File: src/verilog/erc_defines.svh
/*
 Offsets, field positions and reset values of the auxiliary regulator control block.
 Assumes inclusion by bare name from the design files.
*/
`ifndef ERC_DEFINES_SVH
`define ERC_DEFINES_SVH

`define ERC_ADDR_W          4
`define ERC_OFF_CTRL        4'h0
`define ERC_OFF_HWCTRL      4'h1
`define ERC_OFF_STAT        4'h2
`define ERC_OFF_CFG         4'h3
`define ERC_CTRL_ON_BIT     0
`define ERC_CTRL_LVL_BIT    1
`define ERC_HW_LS_BIT       0
`define ERC_HW_STPON_BIT    1
`define ERC_HW_UVON_BIT     2
`define ERC_STAT_OC_BIT     0
`define ERC_STAT_UV_BIT     1
`define ERC_STAT_FAIL_BIT   2
`define ERC_CTRL_RST        8'h00
`define ERC_HW_RST          8'h00
`define ERC_SYNC_STAGES     2

`endif

File: src/verilog/erc_pkg.sv
/*
 Types shared by the auxiliary regulator control block.
 Assumes the defines header is compiled with it.
*/
package erc_pkg;
	typedef enum logic [2:0] {
		ERC_MODE_INIT    = 3'b000,
		ERC_MODE_NORMAL  = 3'b001,
		ERC_MODE_STOP    = 3'b010,
		ERC_MODE_SLEEP   = 3'b011,
		ERC_MODE_RESTART = 3'b100,
		ERC_MODE_FAIL    = 3'b101
	} erc_mode_e;

	typedef enum logic [1:0] {
		ERC_CFG_NONE  = 2'b00,
		ERC_CFG_STAND = 2'b01,
		ERC_CFG_SHARE = 2'b10
	} erc_cfg_e;

	// Analog sense levels from the regulator front end
	typedef struct packed {
		logic supply_uv;
		logic shunt_hit;
		logic out_uv;
		logic base_hi;
		logic base_lo;
	} erc_sense_s;

	// Drive toward the regulator front end
	typedef struct packed {
		logic enable;
		logic level_3v3;
		logic hp_stage;
		logic lp_stage;
		logic limit;
	} erc_drive_s;
endpackage

File: src/verilog/erc_top.sv
/*
 Configuration, locking and mode gating of an auxiliary PNP regulator.
 Assumes a power-on reset, the chip mode from the mode controller on the
 same clock, and analog sense levels arriving asynchronously.
*/
// Strobed register access and the placing of the registers are this design's own decisions.
// Operation
// - Enable write in Normal mode picks stand-alone configuration.
// - Load-share select bit picks load-sharing configuration.
// - First chosen configuration stays locked until power is removed.
// - Stand-alone: level bit picks 5.0V or 3.3V; ignored when sharing.
// - Stand-alone: off in INIT/Fail-Safe, set in Normal, held elsewhere.
// - Sharing: off INIT/Sleep/Fail-Safe, on in Restart and Normal.
// - Stop turns sharing off unless stop-keep-on; select bit stays set.
// - Supply undervoltage switches off unless uv-keep-on is set.
// - Stand-alone: on/off accepted, config change ignored silently.
// - Sharing locked: config change sets failure flag, no change.
// - Stand-alone overcurrent limits and sets flag; clear when gone.
// - Stand-alone output undervoltage sets undervoltage flag.
// - Sharing sets neither undervoltage nor overcurrent flag.
// - Stop: high-power stage on above rise, off below fall threshold.
// - Normal: high-power stage only, low-power stage unused.
`timescale 1ns/1ns
`include "erc_defines.svh"
module erc_top
	import erc_pkg::*;
(
	input  wire logic                   i_core_clk,
	input  wire logic                   i_sys_rst,
	input  wire logic [2:0]             i_chip_mode,
	input  wire erc_sense_s             i_sense,
	input  wire logic [`ERC_ADDR_W-1:0] i_addr,
	input  wire logic [7:0]             i_wdata,
	input  wire logic                   i_wr,
	input  wire logic                   i_rd,
	output logic      [7:0]             o_rdata,
	output erc_drive_s                  o_drive
);
	erc_sense_s sense_s;
	erc_cfg_e   cfg_r;
	logic       on_r;
	logic       lvl_r;
	logic       ls_r;
	logic       stpon_r;
	logic       uvon_r;
	logic       oc_r;
	logic       uv_r;
	logic       fail_r;
	logic       hp_on;
	erc_mode_e  mode;

	// Synchronise the analog sense levels
	erc_sync #(.WIDTH(5)) u_sync (
		.i_core_clk (i_core_clk),
		.i_sys_rst  (i_sys_rst),
		.i_async    (i_sense),
		.o_sync     (sense_s)
	);

	assign mode = erc_mode_e'(i_chip_mode);

	// Register write decode
	wire wr_ctrl  = i_wr && (i_addr == `ERC_OFF_CTRL);
	wire wr_hw    = i_wr && (i_addr == `ERC_OFF_HWCTRL);
	wire wr_stat  = i_wr && (i_addr == `ERC_OFF_STAT);
	wire in_norm  = (mode == ERC_MODE_NORMAL);
	wire w_on     = i_wdata[`ERC_CTRL_ON_BIT];
	wire w_ls     = i_wdata[`ERC_HW_LS_BIT];
	wire is_stand = (cfg_r == ERC_CFG_STAND);
	wire is_share = (cfg_r == ERC_CFG_SHARE);

	// Configuration selection and change attempts
	wire pick_stand = wr_ctrl && w_on && in_norm && (cfg_r == ERC_CFG_NONE);
	wire pick_share = wr_hw && w_ls && (cfg_r == ERC_CFG_NONE);
	wire try_ls     = wr_hw && (w_ls != ls_r);
	wire try_on     = wr_ctrl && w_on;
	wire chg_share  = is_share && (try_ls || try_on);

	// Configuration lock, cleared only by power-on reset
	always_ff @(posedge i_core_clk or posedge i_sys_rst) begin
		if (i_sys_rst) begin
			cfg_r <= ERC_CFG_NONE;
		end else if (pick_share) begin
			cfg_r <= ERC_CFG_SHARE;
		end else if (pick_stand) begin
			cfg_r <= ERC_CFG_STAND;
		end
	end

	// Control bits; the select bit sticks once sharing is locked
	always_ff @(posedge i_core_clk or posedge i_sys_rst) begin
		if (i_sys_rst) begin
			on_r    <= 1'b0;
			lvl_r   <= 1'b0;
			ls_r    <= 1'b0;
			stpon_r <= 1'b0;
			uvon_r  <= 1'b0;
		end else begin
			if (wr_ctrl && in_norm && !is_share && !pick_share) begin
				on_r  <= w_on;
				lvl_r <= i_wdata[`ERC_CTRL_LVL_BIT];
			end
			if (pick_share) begin
				ls_r <= 1'b1;
			end
			if (wr_hw) begin
				stpon_r <= i_wdata[`ERC_HW_STPON_BIT];
				uvon_r  <= i_wdata[`ERC_HW_UVON_BIT];
			end
		end
	end

	// Status flags: hardware set wins over software clear
	wire oc_clr = wr_stat && i_wdata[`ERC_STAT_OC_BIT] && !sense_s.shunt_hit;
	wire uv_clr = wr_stat && i_wdata[`ERC_STAT_UV_BIT];
	wire fl_clr = wr_stat && i_wdata[`ERC_STAT_FAIL_BIT];
	wire oc_set = is_stand && sense_s.shunt_hit;
	wire uv_set = is_stand && sense_s.out_uv;

	always_ff @(posedge i_core_clk or posedge i_sys_rst) begin
		if (i_sys_rst) begin
			oc_r   <= 1'b0;
			uv_r   <= 1'b0;
			fail_r <= 1'b0;
		end else begin
			oc_r   <= oc_set | (oc_r & ~oc_clr);
			uv_r   <= uv_set | (uv_r & ~uv_clr);
			fail_r <= chg_share | (fail_r & ~fl_clr);
		end
	end

	// Mode gating of the regulator enable
	logic mode_on;
	always_comb begin
		mode_on = 1'b0;
		if (is_stand) begin
			case (mode)
				ERC_MODE_INIT:    mode_on = 1'b0;
				ERC_MODE_FAIL:    mode_on = 1'b0;
				default:          mode_on = on_r;
			endcase
		end else if (is_share) begin
			case (mode)
				ERC_MODE_NORMAL:  mode_on = ls_r;
				ERC_MODE_STOP:    mode_on = ls_r && stpon_r;
				ERC_MODE_RESTART: mode_on = 1'b1;
				default:          mode_on = 1'b0;
			endcase
		end
	end
	wire en_nxt = mode_on && (!sense_s.supply_uv || uvon_r);

	// Stop-mode high-power stage hysteresis
	erc_hyst u_hyst (
		.i_core_clk   (i_core_clk),
		.i_sys_rst    (i_sys_rst),
		.i_stop       (mode == ERC_MODE_STOP),
		.i_above_rise (sense_s.base_hi),
		.i_below_fall (sense_s.base_lo),
		.o_hp_on      (hp_on)
	);

	// Stage selection: Normal uses high-power only, Stop picks by load
	wire stop_m = (mode == ERC_MODE_STOP);
	wire hp_nxt = en_nxt && (!stop_m || hp_on);
	wire lp_nxt = en_nxt && stop_m;

	// Registered drive outputs
	always_ff @(posedge i_core_clk or posedge i_sys_rst) begin
		if (i_sys_rst) begin
			o_drive <= '0;
		end else begin
			o_drive.enable    <= en_nxt;
			o_drive.level_3v3 <= is_stand && lvl_r;
			o_drive.hp_stage  <= hp_nxt;
			o_drive.lp_stage  <= lp_nxt;
			o_drive.limit     <= is_stand;
		end
	end

	// Read mux, data in the cycle after the strobe
	logic [7:0] rd_mux;
	always_comb begin
		case (i_addr)
			`ERC_OFF_CTRL:   rd_mux = {6'h00, lvl_r, on_r};
			`ERC_OFF_HWCTRL: rd_mux = {5'h00, uvon_r, stpon_r, ls_r};
			`ERC_OFF_STAT:   rd_mux = {5'h00, fail_r, uv_r, oc_r};
			`ERC_OFF_CFG:    rd_mux = {6'h00, cfg_r};
			default:         rd_mux = 8'h00;
		endcase
	end

	always_ff @(posedge i_core_clk or posedge i_sys_rst) begin
		if (i_sys_rst) begin
			o_rdata <= 8'h00;
		end else begin
			o_rdata <= i_rd ? rd_mux : 8'h00;
		end
	end

	// Checks
	a_lock_holds: assert property (@(posedge i_core_clk) disable iff (i_sys_rst)
		$past(cfg_r) != ERC_CFG_NONE |-> cfg_r == $past(cfg_r))
		else $error("configuration changed after lock");
	a_share_fail: assert property (@(posedge i_core_clk) disable iff (i_sys_rst)
		chg_share |=> fail_r)
		else $error("failure flag not raised");
	a_stand_nofail: assert property (@(posedge i_core_clk) disable iff (i_sys_rst)
		is_stand && !fail_r |=> !fail_r)
		else $error("failure flag raised in stand-alone");
	a_share_noflag: assert property (@(posedge i_core_clk) disable iff (i_sys_rst)
		is_share && !oc_r && !uv_r |=> !oc_r && !uv_r)
		else $error("flag set while sharing");
	a_oc_sticky: assert property (@(posedge i_core_clk) disable iff (i_sys_rst)
		oc_set |=> oc_r)
		else $error("overcurrent flag missed");
	a_uv_flag: assert property (@(posedge i_core_clk) disable iff (i_sys_rst)
		uv_set |=> uv_r)
		else $error("undervoltage flag missed");
	a_init_off: assert property (@(posedge i_core_clk) disable iff (i_sys_rst)
		mode == ERC_MODE_INIT || mode == ERC_MODE_FAIL |=> !o_drive.enable)
		else $error("regulator on in INIT or Fail-Safe");
	a_stop_share: assert property (@(posedge i_core_clk) disable iff (i_sys_rst)
		is_share && stop_m && !stpon_r |=> !o_drive.enable && ls_r)
		else $error("sharing active in Stop");
	a_supply_uv: assert property (@(posedge i_core_clk) disable iff (i_sys_rst)
		sense_s.supply_uv && !uvon_r |=> !o_drive.enable)
		else $error("regulator on during supply undervoltage");
	a_restart_on: assert property (@(posedge i_core_clk) disable iff (i_sys_rst)
		is_share && mode == ERC_MODE_RESTART && !sense_s.supply_uv
		|=> o_drive.enable)
		else $error("sharing off in Restart");
	a_level_ignored: assert property (@(posedge i_core_clk) disable iff (i_sys_rst)
		is_share |=> !o_drive.level_3v3)
		else $error("level select honoured while sharing");
	a_normal_hp: assert property (@(posedge i_core_clk) disable iff (i_sys_rst)
		in_norm |=> !o_drive.lp_stage)
		else $error("low-power stage used in Normal");
endmodule

File: src/verilog/erc_sync.sv
/*
 Two-flop synchroniser for a group of asynchronous levels.
 Assumes inputs come from analog comparators outside the clock domain.
*/
`timescale 1ns/1ns
`include "erc_defines.svh"
module erc_sync #(
	parameter int WIDTH = 5
) (
	input  wire logic             i_core_clk,
	input  wire logic             i_sys_rst,
	input  wire logic [WIDTH-1:0] i_async,
	output logic      [WIDTH-1:0] o_sync
);
	logic [WIDTH-1:0] meta_r;

	// First stage feeds only the second stage
	always_ff @(posedge i_core_clk or posedge i_sys_rst) begin
		if (i_sys_rst) begin
			meta_r <= '0;
			o_sync <= '0;
		end else begin
			meta_r <= i_async;
			o_sync <= meta_r;
		end
	end
endmodule

File: src/verilog/erc_hyst.sv
/*
 High-power stage selector with hysteresis on base drive current.
 Assumes rising and falling comparator levels are already synchronised.
*/
`timescale 1ns/1ns
module erc_hyst (
	input  wire logic i_core_clk,
	input  wire logic i_sys_rst,
	input  wire logic i_stop,
	input  wire logic i_above_rise,
	input  wire logic i_below_fall,
	output logic      o_hp_on
);
	// Clear outside Stop; in Stop set above rising threshold, clear below falling, hold in between
	always_ff @(posedge i_core_clk or posedge i_sys_rst) begin
		if (i_sys_rst) begin
			o_hp_on <= 1'b0;
		end else if (!i_stop) begin
			o_hp_on <= 1'b0;
		end else if (i_above_rise) begin
			o_hp_on <= 1'b1;
		end else if (i_below_fall) begin
			o_hp_on <= 1'b0;
		end
	end
endmodule

File: config.mk
export PLATFORM = sky130hd
export DESIGN_NAME = erc_top
export DESIGN_NICKNAME = d
export VERILOG_FILES = /design/src/verilog/erc_pkg.sv /design/src/verilog/erc_top.sv /design/src/verilog/erc_sync.sv /design/src/verilog/erc_hyst.sv
export VERILOG_INCLUDE_DIRS = /design/src /design/src/verilog
export SDC_FILE = /design/constraint.sdc
export NUM_CORES = 1
export LEC_CHECK = 0
export ABC_AREA = 1
export BUFFER_PORTS_ARGS = -buffer_cell sky130_fd_sc_hd__buf_2
export CAP_MARGIN = 20
export CORE_UTILIZATION = 45
export DETAILED_ROUTE_END_ITERATION = 8
export PLACE_DENSITY_LB_ADDON = 0.1
export REMOVE_ABC_BUFFERS = 1
export SYNTH_ARGS = -nofsm -noshare
export SYNTH_HDL_FRONTEND = slang
export SYNTH_SLANG_ARGS = --single-unit
File: constraint.sdc
create_clock -name i_core_clk -period 1.2 [get_ports i_core_clk]
set_input_delay 0.06 -clock i_core_clk [delete_from_list [all_inputs] [get_ports i_core_clk]]
set_output_delay 0.06 -clock i_core_clk [all_outputs]
set_load 0.01 [all_outputs]
==> results of run 1 <==
## sequential cells by signal, summed over array words and instances, names as in the netlist, 2 cells and up
register	count
u_sync.meta_r	5
o_rdata	3
cfg_r	2
o_drive	5
u_sync.o_sync	5
## through the flow
stage / setup TNS [ps] / setup slack [ps] / instances
after floorplan: 0 / 213 / 142
after global placement: 0 / 129 / 199
after detailed placement: 0 / 96.9 / 199
after CTS: 0 / 80.7 / 216
after global routing: -66.8 / -42.4 / 216
final: 0 / 69.5 / 216
## where the power goes
group	total, µW	internal, µW	switching (µW)
Combinational	193	80.2	112
Sequential	1060	1030	29.9
Clock	801	441	360
Total	2050	1550	502
## worst max-delay path, delay by kind of cell, from the launching register on
| family | cells | cell delay (ps) |
|---|---|---|
| and+or+nand+nor | 6 | 630 |
| DFF | 1 | 430 |
## worst paths after layout
| path | slack, ps | from | to |
|---|---|---|---|
| worst max-delay path | 70 | cfg_r[0]$_DFFE_PP0P_ | o_drive[1]$_DFF_PP0_ |
| worst min-delay path | 40 | i_wdata[0] | ls_r$_DFFE_PP0P_ |
| worst max register to register | 70 | cfg_r[0]$_DFFE_PP0P_ | o_drive[1]$_DFF_PP0_ |
| worst min register to register | 360 | u_sync.meta_r[4]$_DFF_PP0_ | u_sync.o_sync[4]$_DFF_PP0_ |
| max in group asynchronous | 570 | i_sys_rst | cfg_r[0]$_DFFE_PP0P_ |
| min in group asynchronous | 340 | i_sys_rst | u_sync.meta_r[2]$_DFF_PP0_ |
## layout by cell type, fill, tap and decap left out
master	n
inv_1	20
clkinvlp_4	1
nand2_1	37
a22oi_1	1
nor2_1	13
conb_1	5
nand2_2	2
buf_2	26
inv_2	3
a21oi_1	3
nand3_1	10
nand4_1	3
o21ai_0	5
nor2_2	4
dlygate4sd3_1	9
dfrtp_2	1
dfrtp_1	28
nor2_4	3
buf_4	1
bufinv_16	1
o21ai_2	1
clkbuf_4	5
clkinv_4	1
nand3_2	2
xor2_1	1
## kinds of logic after synthesis
group | Yosys count | synth area share, %
flops | 29 | 57.4
compound gates | 10 | 4.46
buf+inv | 28 | 9.80
other cells | 1 | 0.297
xor+xnor | 1 | 0.693
simple gates | 74 | 27.3
## routing by layer
metal,vias to the layer above,wire length (µm)
li1,512,-
met1,467,1070
met2,29,1160
met3,4,100
met4,0,35
met5,-,0
## repair_timing
action	4_1_cts	5_1_grt
setup buffers	0	0
hold buffers	9	0
gates resized for setup	0	4
endpoints found under the setup margin	0	3
hold endpoints to repair	42	0
## cell type report
cell class	instances	area [µm²]
fillers	235	973
flip-flops and latches	29	727
multi-input cells	90	432
repair buffers	36	228
inverters	23	86.3
clock inverters	3	46.3
clock buffers	5	37.5
well taps	30	37.5
==> summary.txt, run 1 <==
H-tree lvl count = 2
Number of diodes = 0
CP Launch Type = flop
WL final = 2.36 mm
Total grt overflow = 0
Die Height = 55.0 µm
Tmin final = 1130 ps
Ranking of synthesized cells by area = dfrtp_1 57%, nand2_1 11%, inv_1 6.5%, nor2_1 4.2%, nand3_1 4.0%
Synth-to-layout area growth = 26.1%
Row count = 18
Hold Fails Final Rpt = 0
FF+latch count, synth = 29
Total power = 2050 µW
Layout Skew = 2.29 ps
Vias in the first global route = 911
Die Wd = 55.0 µm
CP Cell Sequence = nor2_2, nor2_1, nand3_1, nor2_1, nand2_1, nor2_2
Hold depth = 3
Busiest layer in global routing = met2
Final Setup Violations = 0
EDFF count, synth = 0
Placed inst area = 0.00142 mm²
First-pass GRT wire length = 3.86 mm
Slowest stage delay, CP = 430 ps
YS warnings = 0
Worst EP arrival = 1390 ps
Clock Path Buffers = 2
Post-synth top area share = 57.4%
F_max = 885 MHz
Data required, critical path = 1460 ps
GRT Total Usage = 19.0%
Slew Viols, Final = 0
HPWL Detailed = 1.65 mm
CTS Buf Count = 5
Worst Setup End Kind = flop
Initial antenna violation count = 0
Iter 0 DRT Violations = 13
Pre-antenna DRT Iters = 4
Largest net degree at the start of global routing = 30
M1 GR Usage = 23.4%
Gpl congestion = 0.865
HP Class = input pin to flop
Pwr per Cell Area = 1290 mW/mm²
Post-detailed-route wirelength per cell = 10.9 µm
Routing usage on met2 = 30.3%
Layout cells sized above 1 = 27.4%
Tcrit/Tclk final = 94.2%
Critical path class = flop to flop
Clock Root Buffer = clkbuf_4
Clk sinks = 29
Port-buffer cells = 26
Reg clk slew, reported paths = 100 ps
Cells on worst reg2reg path = 6
Async SR Flop Fraction = 100%
Nets@finish = 209
Count leader, synth = nand2_1
Fraction of the yosys area taken by sequential cells = 57.4%
Final hold slack = 41.3 ps
Max Cap Viol = 0
Leakage = 0.000854 µW
Post-synth top area cell = dfrtp_1
Worst-path maximum fanout = 6
Remaining DRCs = 0
Library cells used by synthesis = 18
Critical path's slowest cell = dfrtp_2
Number of vias per cell = 4.69
Design area = 0.00159 mm²
Die ar. = 0.00302 mm²
CTS tree = built
Synth Flop Type = dfrtp_1
Via Count = 1012
Mapped Cells = 143
Utilization after layout = 62.1%
I/O pins = 37
Remaining antenna violation count = 0
Clock Latency Late Sink = 320 ps
Core Footprint = 0.00257 mm²
Starting Density = 49.2%
Maximum VDD drop = 0.00166 V
Met3 Use GR = 5.74%
Top cells by instance count after synthesis = 37 x nand2_1, 29 x dfrtp_1, 22 x inv_1
Outcome = complete, no violations
Mapped cell area = 0.00126 mm²
Synthesized area per cell = 8.84 µm²
No activity file was read; power rests on OpenSTA's default activity.
==> run 2, diff against run 1 <==
- CORE_UTILIZATION: 45 -> 40
- GPL_ROUTABILITY_DRIVEN: unset -> 1
==> summary.txt, run 2 (synthesis gave the netlist of run 1 again) <==
Outcome = complete, no violations
Maximum VDD drop = 0.000594 V (-64%)
Remaining DRCs = 0 (unchanged)
Nets@finish = 209 (unchanged)
Reg clk slew, reported paths = 90 ps (about the same)
Largest net degree at the start of global routing = 30 (unchanged)
Clock Path Buffers = 2 (unchanged)
Layout Skew = 6.23 ps (+3.94 ps)
Total power = 1810 µW (-12%)
HPWL Detailed = 1.72 mm (+3.7%)
Setup TNS Final = 0 ps (unchanged)
Synth-to-layout area growth = 25.0%
Tcrit/Tclk final = 88.9% (-5.3 points)
CTS Buf Count = 5 (unchanged)
HP Class = input pin to flop
Slew Viols, Final = 0 (unchanged)
Die Height = 58.2 µm (+5.8%)
Top flop regs = o_drive x5, u_sync.meta_r x5, u_sync.o_sync x5
Tmin final = 1070 ps (-63.1 ps)
Cell Int Power = 1330 µW (-14%)
Clock Root Buffer = clkbuf_4
Via Count = 997 (-1.5%)
Core Footprint = 0.00303 mm² (+18%)
CP Launch Type = flop
I/O pins = 37 (unchanged)
Register Area = 727 µm² (unchanged)
Worst-path maximum fanout = 6 (unchanged)
Fill cells = 297 (+26%)
Crit. Startpoint = cfg_r[0]$_DFFE_PP0P_
Critical path class = flop to flop
Multi-input logic area = 429 µm² (-0.58%)
Design area = 0.00158 mm² (-0.86%)
Hold Fails Final Rpt = 0 (unchanged)
Remaining antenna violation count = 0 (unchanged)
Reg power frac = 58.6% (+7.0 points)
Data required, critical path = 1420 ps (-40 ps)
Pre-antenna DRT Iters = 4 (unchanged)
Die Wd = 58.2 µm (+5.8%)
Die ar. = 0.00339 mm² (+12%)
Comb pwr share = 10.6% (+1.2 points)
Placed inst area = 0.00143 mm² (+1.2%)
Pwr per Cell Area = 1150 mW/mm² (-11%)
First-pass GRT wire length = 4.13 mm (+7.0%)
Iter 0 DRT Violations = 21 (+8)
Max Cap Viol = 0 (unchanged)
Most common cell after layout, fill and taps aside = nand2_1
Leakage = 0.000843 µW (-1.2%)
Row count = 20 (+2)
Number of vias per cell = 4.33 (-7.5%)
Net Switching = 481 µW (-4.2%)
GRT Total Usage = 17.7% (-1.3 points)
Clock Latency Late Sink = 330 ps (about the same)
Port-buffer cells = 26 (unchanged)
Worst Setup End Kind = flop
Most frequent cells in the layout = 37 x nand2_1, 28 x dfrtp_1, 26 x buf_2
Initial antenna violation count = 0 (unchanged)
Post-detailed-route wirelength per cell = 10.1 µm (-7.6%)
CTS tree = built
Clock power share = 30.8% (-8.2 points)
WL final = 2.32 mm (-1.6%)
Layout cells sized above 1 = 26.9% (-0.54 points)
Starting Density = 41.7% (-7.5 points)
Total setup buffers inserted after CTS = 0 (unchanged)
Final Setup Violations = 0 (unchanged)
Worst hold start = i_wdata[0]
Vias in the first global route = 987 (+8.3%)
Switching Share = 26.6% (+2.1 points)
Gpl congestion = 0.887 (+2.5%)
Worst EP arrival = 1290 ps (-100 ps)
Total grt overflow = 0 (unchanged)
Clk sinks = 29 (unchanged)
F_max = 937 MHz (+5.9%)
Number of diodes = 0 (unchanged)
RSZ-0062 raised after global routing = no
H-tree lvl count = 2 (unchanged)
Utilization after layout = 52.2% (-9.9 points)
R2R Path Start = cfg_r[0]$_DFFE_PP0P_
==> run 2: cell count changes in the layout (fill, tap and decap cells not counted), sizes merged <==
cell	change
clkinv	+1
bufinv	-1
==> run 2: worst max-delay path: stages, from the launching register on <==
cell     delay [ps]
dfrtp_2         450
nor2_2          170
nor2_1           80
nand3_1          80
nor2_1           50
nand2_1          90
nor2_1           50
==> run 2: repair_timing <==
| item | CTS | global route |
|---|---|---|
| hold buffers | 9 | 0 |
| endpoints found under the hold margin | 40 | 0 |
| gates resized for setup | 0 | 3 |
| setup endpoints to repair | 0 | 3 |
==> run 2: routing by layer <==
layer	up-vias	routed length [µm]	GRT usage (%)
met5	-	0	0
met4	0	82	12.2
met3	8	100	8.04
met2	30	1070	25.9
met1	447	1070	20.5
li1	512	-	-
==> run 2: through the flow <==
step / setup slack (ps) / hold WS, ps / cells
after floorplan: 213 / 91.4 / 142
after global placement: 137 / 138 / 213
after detailed placement: 108 / 148 / 213
after CTS: 88.5 / 6.85 / 230
after global routing: 1.14 / 12.2 / 230
final: 133 / 27.3 / 230
==> run 2: final timing paths <==
| check | end | slack [ps] | cells after the start |
|---|---|---|---|
| hold / removal | cfg_r[1]$_DFFE_PP0P_ | 30 | 3 |
| setup reg to reg | o_drive[1]$_DFF_PP0_ | 130 | 6 |
| min in group asynchronous | u_sync.meta_r[0]$_DFF_PP0_ | 340 | 4 |
| hold reg to reg | u_sync.o_sync[0]$_DFF_PP0_ | 360 | 0 |
| max in group asynchronous | cfg_r[0]$_DFFE_PP0P_ | 580 | 4 |
| setup / recovery | o_drive[1]$_DFF_PP0_ | 130 | 6 |
==> run 2: cell type report <==
| cell class | instances | share of cell area [%] |
|---|---|---|
| Clock buffer | 5 | 2.38 |
| Clock inverter | 3 | 1.11 |
| Inverter | 23 | 5.46 |
| Multi-Input combinational cell | 90 | 27.2 |
| Sequential cell | 29 | 46.0 |
| Tap cell | 44 | 3.48 |
| Timing Repair Buffer | 36 | 14.4 |
==> run 2: power by group through the flow <==
| stage | clock network [µW] | logic [µW] | registers (µW) |
|---|---|---|---|
| final | 558 | 193 | 1060 |
| after global routing | 647 | 221 | 1060 |
| after CTS | 594 | 196 | 1060 |
| after detailed placement | 0 | 173 | 1080 |
| after global placement | 0 | 167 | 1080 |
| after floorplan | 0 | 99.9 | 1070 |
